File: src/shared/dpcl_params.svh
/*
 * Constants for the dual port control line logic: register select codes,
 * control register field positions and reset values.
 * Assumes it is included by bare name after the package.
 */
`ifndef DPCL_PARAMS_SVH
`define DPCL_PARAMS_SVH

// register select codes (two select lines)
`define DPCL_SEL_PORT_A   2'h0
`define DPCL_SEL_CTRL_A   2'h1
`define DPCL_SEL_PORT_B   2'h2
`define DPCL_SEL_CTRL_B   2'h3

// control register field positions
`define DPCL_CR_EN1       0
`define DPCL_CR_RISE1     1
`define DPCL_CR_ORSEL     2
`define DPCL_CR_CTL3      3
`define DPCL_CR_CTL4      4
`define DPCL_CR_OUTMODE   5
`define DPCL_CR_FLAG2     6
`define DPCL_CR_FLAG1     7

// writable part of a control register (bits 5..0)
`define DPCL_CR_WMASK     8'h3f
`define DPCL_CR_RESET     8'h00
`define DPCL_REG_RESET    8'h00

`endif

File: src/shared/dpcl_pkg.sv
/*
 * Types for the dual port control line logic.
 * Assumes nothing beyond a SystemVerilog compiler.
 */
package dpcl_pkg;

    // register selected by the two select lines
    typedef enum logic [1:0] {
        DPCL_PORT_A = 2'h0,
        DPCL_CTRL_A = 2'h1,
        DPCL_PORT_B = 2'h2,
        DPCL_CTRL_B = 2'h3
    } dpcl_sel_t;

endpackage : dpcl_pkg

File: src/design/dpcl_core.sv
/*
 * Two-port peripheral adapter: control registers, edge flags, interrupt
 * requests, second control line modes and port read paths.
 * Assumes all inputs synchronous to clk; busStrobe marks the falling edge
 * of the processor phase-two clock, one clk cycle wide.
 */
// Functional notes
// - side A control bit 2 picks output register (1) or direction register (0)
// - side A bit 1 picks rising (1) or falling (0) first-input edge for flag 7
// - side A bit 0 gates flag 7 onto the A interrupt request
// - side A bit 5 low: second line is input, edge sets flag 6
// - side A bit 4 selects second line active edge in input mode
// - side A bit 3 enables interrupt from flag 6 in input mode
// - bit 5 high on either side makes bit 6 read as zero
// - side A output mode, bit 4 high: second line follows bit 3
// - side A output mode, bit 4 low: line goes low at port read strobe
// - side A read strobe with bit 3 high returns high next strobe
// - side A handshake: line stays low until next first-input active edge
// - side B control bit 2 picks output register or direction register
// - side B bit 1 picks flag 7 edge; flag cleared by port read or reset
// - side B bit 0 gates flag 7 onto the B interrupt request
// - side B bit 5 low: second line edge sets flag 6, read clears
// - side B bit 4 picks second line edge, bit 3 enables its interrupt
// - side B output mode, bit 4 high: second line follows bit 3
// - side B output mode, bit 4 low: line goes low at port write strobe
// - side B returns high next strobe (bit 3 high) or next first-input edge
// - port A read returns pin levels on every line
// - port B read returns output register for outputs, pins for inputs
// - active-low request asserted while a flag and its enable are set
// - reset clears internal registers to zero; second line outputs and active-low requests reset high
`timescale 1ns/100ps
`include "dpcl_params.svh"

module dpcl_core
    import dpcl_pkg::*;
#(
    parameter int PORT_W = 8
) (
    input  wire logic              clk,
    input  wire logic              rst,
    input  wire logic              busStrobe,
    input  wire logic              chipSelect,
    input  wire logic              readNotWrite,
    input  wire logic [1:0]        registerSelect,
    input  wire logic [7:0]        busDataIn,
    output logic      [7:0]        busDataOut_q,
    output logic                   busDataOe_q,
    input  wire logic [PORT_W-1:0] portAIn,
    output logic      [PORT_W-1:0] portAOut_q,
    output logic      [PORT_W-1:0] portAOe_q,
    input  wire logic [PORT_W-1:0] portBIn,
    output logic      [PORT_W-1:0] portBOut_q,
    output logic      [PORT_W-1:0] portBOe_q,
    input  wire logic              sideAInterruptInput,
    input  wire logic              sideASecondLineIn,
    output logic                   sideASecondLineOut_q,
    output logic                   sideASecondLineOe_q,
    input  wire logic              sideBInterruptInput,
    input  wire logic              sideBSecondLineIn,
    output logic                   sideBSecondLineOut_q,
    output logic                   sideBSecondLineOe_q,
    output logic                   sideAInterruptRequestLow_q,
    output logic                   sideBInterruptRequestLow_q
);

    logic [7:0] ctrlA_q;
    logic [7:0] ctrlB_q;
    logic       flagA1_q;
    logic       flagA2_q;
    logic       flagB1_q;
    logic       flagB2_q;
    logic [3:0] prevLines_q;
    logic       primed_q;
    logic       access;
    logic       rdPortA;
    logic       wrPortB;
    logic       rdPortB;
    logic       edgeA1;
    logic       edgeA2;
    logic       edgeB1;
    logic       edgeB2;
    logic [7:0] ctrlAView;
    logic [7:0] ctrlBView;
    logic [PORT_W-1:0] portBView;
    dpcl_sel_t  sel;

    // edge test on a synchronous line against its previous sample
    function automatic logic edge_hit(input logic prev, input logic cur, input logic rising);
        edge_hit = rising ? (!prev && cur) : (prev && !cur);
    endfunction : edge_hit

    // control register as software sees it
    function automatic logic [7:0] ctrl_view(input logic [7:0] cr, input logic f1,
                                             input logic f2);
        ctrl_view = {f1, f2 & ~cr[`DPCL_CR_OUTMODE], cr[5:0]};
    endfunction : ctrl_view

    // access decode on the phase-two falling strobe
    assign sel     = dpcl_sel_t'(registerSelect);
    assign access  = busStrobe && chipSelect;
    assign rdPortA = access && readNotWrite && sel == DPCL_PORT_A
                     && ctrlA_q[`DPCL_CR_ORSEL];
    assign rdPortB = access && readNotWrite && sel == DPCL_PORT_B
                     && ctrlB_q[`DPCL_CR_ORSEL];
    assign wrPortB = access && !readNotWrite && sel == DPCL_PORT_B
                     && ctrlB_q[`DPCL_CR_ORSEL];

    // qualifying edges on the four control lines
    assign edgeA1 = primed_q && edge_hit(prevLines_q[0], sideAInterruptInput,
                                         ctrlA_q[`DPCL_CR_RISE1]);
    assign edgeA2 = primed_q && edge_hit(prevLines_q[1], sideASecondLineIn,
                                         ctrlA_q[`DPCL_CR_CTL4]);
    assign edgeB1 = primed_q && edge_hit(prevLines_q[2], sideBInterruptInput,
                                         ctrlB_q[`DPCL_CR_RISE1]);
    assign edgeB2 = primed_q && edge_hit(prevLines_q[3], sideBSecondLineIn,
                                         ctrlB_q[`DPCL_CR_CTL4]);

    assign ctrlAView = ctrl_view(ctrlA_q, flagA1_q, flagA2_q);
    assign ctrlBView = ctrl_view(ctrlB_q, flagB1_q, flagB2_q);
    assign portBView = (portBOut_q & portBOe_q) | (portBIn & ~portBOe_q);

    // previous line samples; first sample after reset only primes the detector
    always_ff @(posedge clk) begin
        if (rst) begin
            prevLines_q <= 4'h0;
            primed_q    <= 1'b0;
        end else begin
            prevLines_q <= {sideBSecondLineIn, sideBInterruptInput,
                            sideASecondLineIn, sideAInterruptInput};
            primed_q    <= 1'b1;
        end
    end

    // register writes from the processor
    always_ff @(posedge clk) begin
        if (rst) begin
            ctrlA_q    <= `DPCL_CR_RESET;
            ctrlB_q    <= `DPCL_CR_RESET;
            portAOut_q <= '0;
            portAOe_q  <= '0;
            portBOut_q <= '0;
            portBOe_q  <= '0;
        end else if (access && !readNotWrite) begin
            case (sel)
                DPCL_PORT_A: begin
                    if (ctrlA_q[`DPCL_CR_ORSEL]) portAOut_q <= busDataIn[PORT_W-1:0];
                    else portAOe_q <= busDataIn[PORT_W-1:0];
                end
                DPCL_CTRL_A: ctrlA_q <= busDataIn & `DPCL_CR_WMASK;
                DPCL_PORT_B: begin
                    if (ctrlB_q[`DPCL_CR_ORSEL]) portBOut_q <= busDataIn[PORT_W-1:0];
                    else portBOe_q <= busDataIn[PORT_W-1:0];
                end
                DPCL_CTRL_B: ctrlB_q <= busDataIn & `DPCL_CR_WMASK;
                default: ctrlA_q <= ctrlA_q;
            endcase
        end
    end

    // read data path, registered at the strobe
    always_ff @(posedge clk) begin
        if (rst) begin
            busDataOut_q <= `DPCL_REG_RESET;
            busDataOe_q  <= 1'b0;
        end else begin
            busDataOe_q <= chipSelect && readNotWrite;
            if (access && readNotWrite) begin
                case (sel)
                    DPCL_PORT_A: busDataOut_q <= ctrlA_q[`DPCL_CR_ORSEL] ?
                        8'(portAIn) : 8'(portAOe_q);
                    DPCL_CTRL_A: busDataOut_q <= ctrlAView;
                    DPCL_PORT_B: busDataOut_q <= ctrlB_q[`DPCL_CR_ORSEL] ?
                        8'(portBView) : 8'(portBOe_q);
                    DPCL_CTRL_B: busDataOut_q <= ctrlBView;
                    default: busDataOut_q <= `DPCL_REG_RESET;
                endcase
            end
        end
    end

    // side A flags: a set in the clearing cycle wins
    always_ff @(posedge clk) begin
        if (rst) begin
            flagA1_q <= 1'b0;
            flagA2_q <= 1'b0;
        end else begin
            if (edgeA1) flagA1_q <= 1'b1;
            else if (rdPortA) flagA1_q <= 1'b0;
            if (!ctrlA_q[`DPCL_CR_OUTMODE] && edgeA2) flagA2_q <= 1'b1;
            else if (rdPortA || ctrlA_q[`DPCL_CR_OUTMODE]) flagA2_q <= 1'b0;
        end
    end

    // side B flags: a set in the clearing cycle wins
    always_ff @(posedge clk) begin
        if (rst) begin
            flagB1_q <= 1'b0;
            flagB2_q <= 1'b0;
        end else begin
            if (edgeB1) flagB1_q <= 1'b1;
            else if (rdPortB) flagB1_q <= 1'b0;
            if (!ctrlB_q[`DPCL_CR_OUTMODE] && edgeB2) flagB2_q <= 1'b1;
            else if (rdPortB || ctrlB_q[`DPCL_CR_OUTMODE]) flagB2_q <= 1'b0;
        end
    end

    // active-low interrupt requests
    always_ff @(posedge clk) begin
        if (rst) begin
            sideAInterruptRequestLow_q <= 1'b1;
            sideBInterruptRequestLow_q <= 1'b1;
        end else begin
            sideAInterruptRequestLow_q <= !((flagA1_q && ctrlA_q[`DPCL_CR_EN1]) ||
                (flagA2_q && ctrlA_q[`DPCL_CR_CTL3]));
            sideBInterruptRequestLow_q <= !((flagB1_q && ctrlB_q[`DPCL_CR_EN1]) ||
                (flagB2_q && ctrlB_q[`DPCL_CR_CTL3]));
        end
    end

    // side A second line: manual level, read strobe or handshake
    always_ff @(posedge clk) begin
        if (rst) begin
            sideASecondLineOut_q <= 1'b1;
            sideASecondLineOe_q  <= 1'b0;
        end else begin
            sideASecondLineOe_q <= ctrlA_q[`DPCL_CR_OUTMODE];
            if (!ctrlA_q[`DPCL_CR_OUTMODE]) sideASecondLineOut_q <= 1'b1;
            else if (ctrlA_q[`DPCL_CR_CTL4])
                sideASecondLineOut_q <= ctrlA_q[`DPCL_CR_CTL3];
            else if (rdPortA) sideASecondLineOut_q <= 1'b0;
            else if (ctrlA_q[`DPCL_CR_CTL3] ? busStrobe : edgeA1)
                sideASecondLineOut_q <= 1'b1;
        end
    end

    // side B second line: manual level, write strobe or handshake
    always_ff @(posedge clk) begin
        if (rst) begin
            sideBSecondLineOut_q <= 1'b1;
            sideBSecondLineOe_q  <= 1'b0;
        end else begin
            sideBSecondLineOe_q <= ctrlB_q[`DPCL_CR_OUTMODE];
            if (!ctrlB_q[`DPCL_CR_OUTMODE]) sideBSecondLineOut_q <= 1'b1;
            else if (ctrlB_q[`DPCL_CR_CTL4])
                sideBSecondLineOut_q <= ctrlB_q[`DPCL_CR_CTL3];
            else if (wrPortB) sideBSecondLineOut_q <= 1'b0;
            else if (ctrlB_q[`DPCL_CR_CTL3] ? busStrobe : edgeB1)
                sideBSecondLineOut_q <= 1'b1;
        end
    end
endmodule : dpcl_core

File: config.mk
export PLATFORM = sky130hd
export DESIGN_NAME = dpcl_core
export DESIGN_NICKNAME = d
export VERILOG_FILES = /design/src/shared/dpcl_pkg.sv /design/src/design/dpcl_core.sv
export VERILOG_INCLUDE_DIRS = /design/src /design/src/shared
export SDC_FILE = /design/constraint.sdc
export NUM_CORES = 1
export LEC_CHECK = 0
export ABC_AREA = 1
export BUFFER_PORTS_ARGS = -buffer_cell sky130_fd_sc_hd__buf_2
export CAP_MARGIN = 40
export CORE_MARGIN = 2
export CORE_UTILIZATION = 55
export CTS_CLUSTER_DIAMETER = 100
export DETAILED_ROUTE_END_ITERATION = 10
export PLACE_DENSITY = 0.9
export SYNTH_ARGS = -nofsm -noshare
export SYNTH_HDL_FRONTEND = slang
export SYNTH_SLANG_ARGS = --single-unit
export TNS_END_PERCENT = 30
File: constraint.sdc
create_clock -name clk -period 2.2 [get_ports clk]
set_input_delay 0.22 -clock clk [delete_from_list [all_inputs] [get_ports clk]]
set_output_delay 0.22 -clock clk [all_outputs]
set_load 0.005 [all_outputs]
==> results.json <==
{
  "outcome": "finished clean",
  "syn_area_per_cell_sq_um": 7.32,
  "worst_pin_slew_ns": 0.671,
  "hold_path.class": "in -> reg",
  "r2r_cells": 5,
  "drc": 0,
  "synth_edf_count": 0,
  "die_h_microns": 76.7,
  "tns_ns": 0,
  "grt_max_degree": 46,
  "max_stage_delay_ns": 0.75,
  "top_layer": "met4",
  "finalCriticalPeriod_ns": 1.64,
  "post_cts_buffers": 0,
  "synth_nets": 432,
  "setup_ws_ns": 0.563,
  "hpwlAfterDp_mm": 5.50,
  "cp_num_buf_inv": 1,
  "post-route-period-util_pct": 74.4,
  "placed_area_sq_um": 3330,
  "worstPathMaxFanout": 19,
  "route.met3.wl_microns": 639,
  "synthDominantCellAreaShare_pct": 46.8,
  "p_leak_uw": 0.00170,
  "clk_path_buf_depth": 2,
  "cts_resized": 0,
  "cts-root-buf": "clkbuf_8",
  "critPathKind": "reg -> reg",
  "vias": 2964,
  "grt_pass1_wl_mm": 12.5,
  "htreeDepth": 3,
  "yosys.area.top_type": "dfxtp_1",
  "io_buffers": 81,
  "drt_iter0_drc": 235,
  "grt_use_total_pct": 26.7,
  "cp-end-kind": "flip-flop",
  "synth-async-reset-ratio_pct": 0,
  "ant_nets": 0,
  "synth_most_common_cell": "nor2_1",
  "max_slew_margin_pct": 55.2,
  "io_pins": 82,
  "fp.dieArea_sq_um": 5880,
  "cts_buffers": 9,
  "synthCells": 397,
  "antenna_found_initial": 0,
  "fill_cells": 436,
  "clkLatencyLatePin_ns": 0.35,
  "synth_ff_type": "dfxtp_1",
  "multi_input_area_sq_um": 1330,
  "pre_cts_ws_ns": 0.593,
  "hold_buffers": 0,
  "cp.arrival_ns": 1.87,
  "die-width_microns": 76.7,
  "ys_types": 24,
  "grt_pass1_vias": 2660,
  "finalHoldViolCount": 0,
  "stdcell_area_sq_um": 3520,
  "diodes": 0,
  "netlist_area_sq_um": 2910,
  "fin_nets": 513,
  "worstPathRequired_ns": 2.43,
  "max_clock_freq_mhz": 611,
  "crit_family": "flip-flops",
  "seq_area_sq_um": 1360,
  "cp.depth": 5,
  "ys_ff_latch": 68,
  "path_cells": "inv_1, nor2_4, nand2_4, o21ai_0, a21oi_1",
  "p_per_area_nw_per_um2": 692,
  "whs_path_depth": 3,
  "clock-sinks": 68,
  "setup_viol": 0,
  "coreArea_sq_um": 5110,
  "drt-total-wl_mm": 7.57,
  "wl_met1_mm": 3.22,
  "syn2layout_area_growth_pct": 21.0,
  "maxSlewViolCount": 0,
  "met2_wirelength_mm": 3.52,
  "max-vdd-ir-drop_mv": 0.410,
  "routedWlPerCell_microns": 13.7,
  "cp-start-kind": "flip-flop",
  "yosysSeqAreaShare_pct": 46.8,
  "place_congestion": 0.888,
  "final_cells": 553,
  "clk_pin_slew_ns": 0.07,
  "maxCapViolCount": 0,
  "finClkSkew_ns": 0.00723,
  "start_util_pct": 56.9,
  "rsz0062_at_grt": "false",
  "tritoncts": "yes",
  "ys.warnings.count": 0,
  "vias_per_cell": 5.36,
  "drt-pass1-iter-count": 5,
  "drive_gt1_share_pct": 23.4,
  "cp_slowest_cell": "dfxtp_1",
  "dp.cells": 537,
  "rows": 26,
  "grt-ovfl-total": 0,
  "synthTopCellsByArea": "dfxtp_1, nor2_1, o21ai_0, nand3_1, nand2_1",
  "synth_common_cells": "nor2_1, dfxtp_1, o21ai_0, nand2_1, nand3_1"
}
==> cells by family (layout without fill, tap and decap cells) <==
group           Yosys count  after routing  share of synthesized area, %
compound gates           89             89                          16.3
simple gates            189            189                          29.3
flops                    68             68                          46.8
buf+inv                  51            137                          7.62
==> cell type report <==
cell class                 instances  share of cell area (%)
sequential                        68                    38.7
clock inverter                     5                    1.49
multi-input combinational        278                    37.7
timing repair buffer              82                    11.7
clock buffer                      11                    3.73
tap                               70                    2.49
inverter                          39                    4.20
==> per-stage QoR <==
stage	util (%)	hold slack [ns]	power (uW)
2_1_floorplan	-	0.304	1400
3_3_place_gp	65.3	0.449	1480
3_5_place_dp	65.3	0.460	1490
4_1_cts	68.9	0.0914	2450
5_1_grt	68.9	0.110	2530
6_report	68.9	0.0934	2430
==> worst min-delay path, stage by stage <==
cell and delay, ns:
buf_2 0.07, inv_1 0.04, nor2_1 0.07
==> worst paths after layout <==
kind,startpoint,endpoint,slack (ns)
max reg2reg,ctrlB_q[2]$_SDFFE_PP0P_,portBOut_q[0]$_SDFFE_PP0P_,0.56
min,sideASecondLineIn,prevLines_q[1]$_SDFF_PP0_,0.09
max,ctrlB_q[2]$_SDFFE_PP0P_,portBOut_q[0]$_SDFFE_PP0P_,0.56
min reg2reg,portBOut_q[7]$_SDFFE_PP0P_,portBOut_q[7]$_SDFFE_PP0P_,0.49
==> per-layer routing <==
| metal | up-vias | track usage [%] |
|---|---|---|
| met4 | 0 | 12.4 |
| met3 | 20 | 5.06 |
| li1 | 1465 | - |
| met2 | 147 | 41.8 |
| met5 | - | 0 |
| met1 | 1332 | 35.9 |
==> cells in the final DEF (no fill, tap or decap), types with 4 or more instances in the layout <==
master,n
inv_2,5
a21o_1,8
a21oi_1,24
nand3_1,48
clkbuf_8,9
nor2_1,73
clkinv_2,4
dfxtp_1,68
nor2_4,4
o21ai_0,54
inv_1,32
buf_2,81
nand2_1,53
==> state kept, by name (all words and copies together) (netlist names), 4 cells and up <==
signal,count
ctrlB_q,6
portBOut_q,8
portAOe_q,8
busDataOut_q,8
ctrlA_q,6
prevLines_q,4
portBOe_q,8
portAOut_q,8
==> power by group <==
part	internal (uW)	switching [uW]
Sequential	1260	21.3
Combinational	69.0	116
Clock	518	451
Total	1850	588
Power figures use the tool's default switching activity.
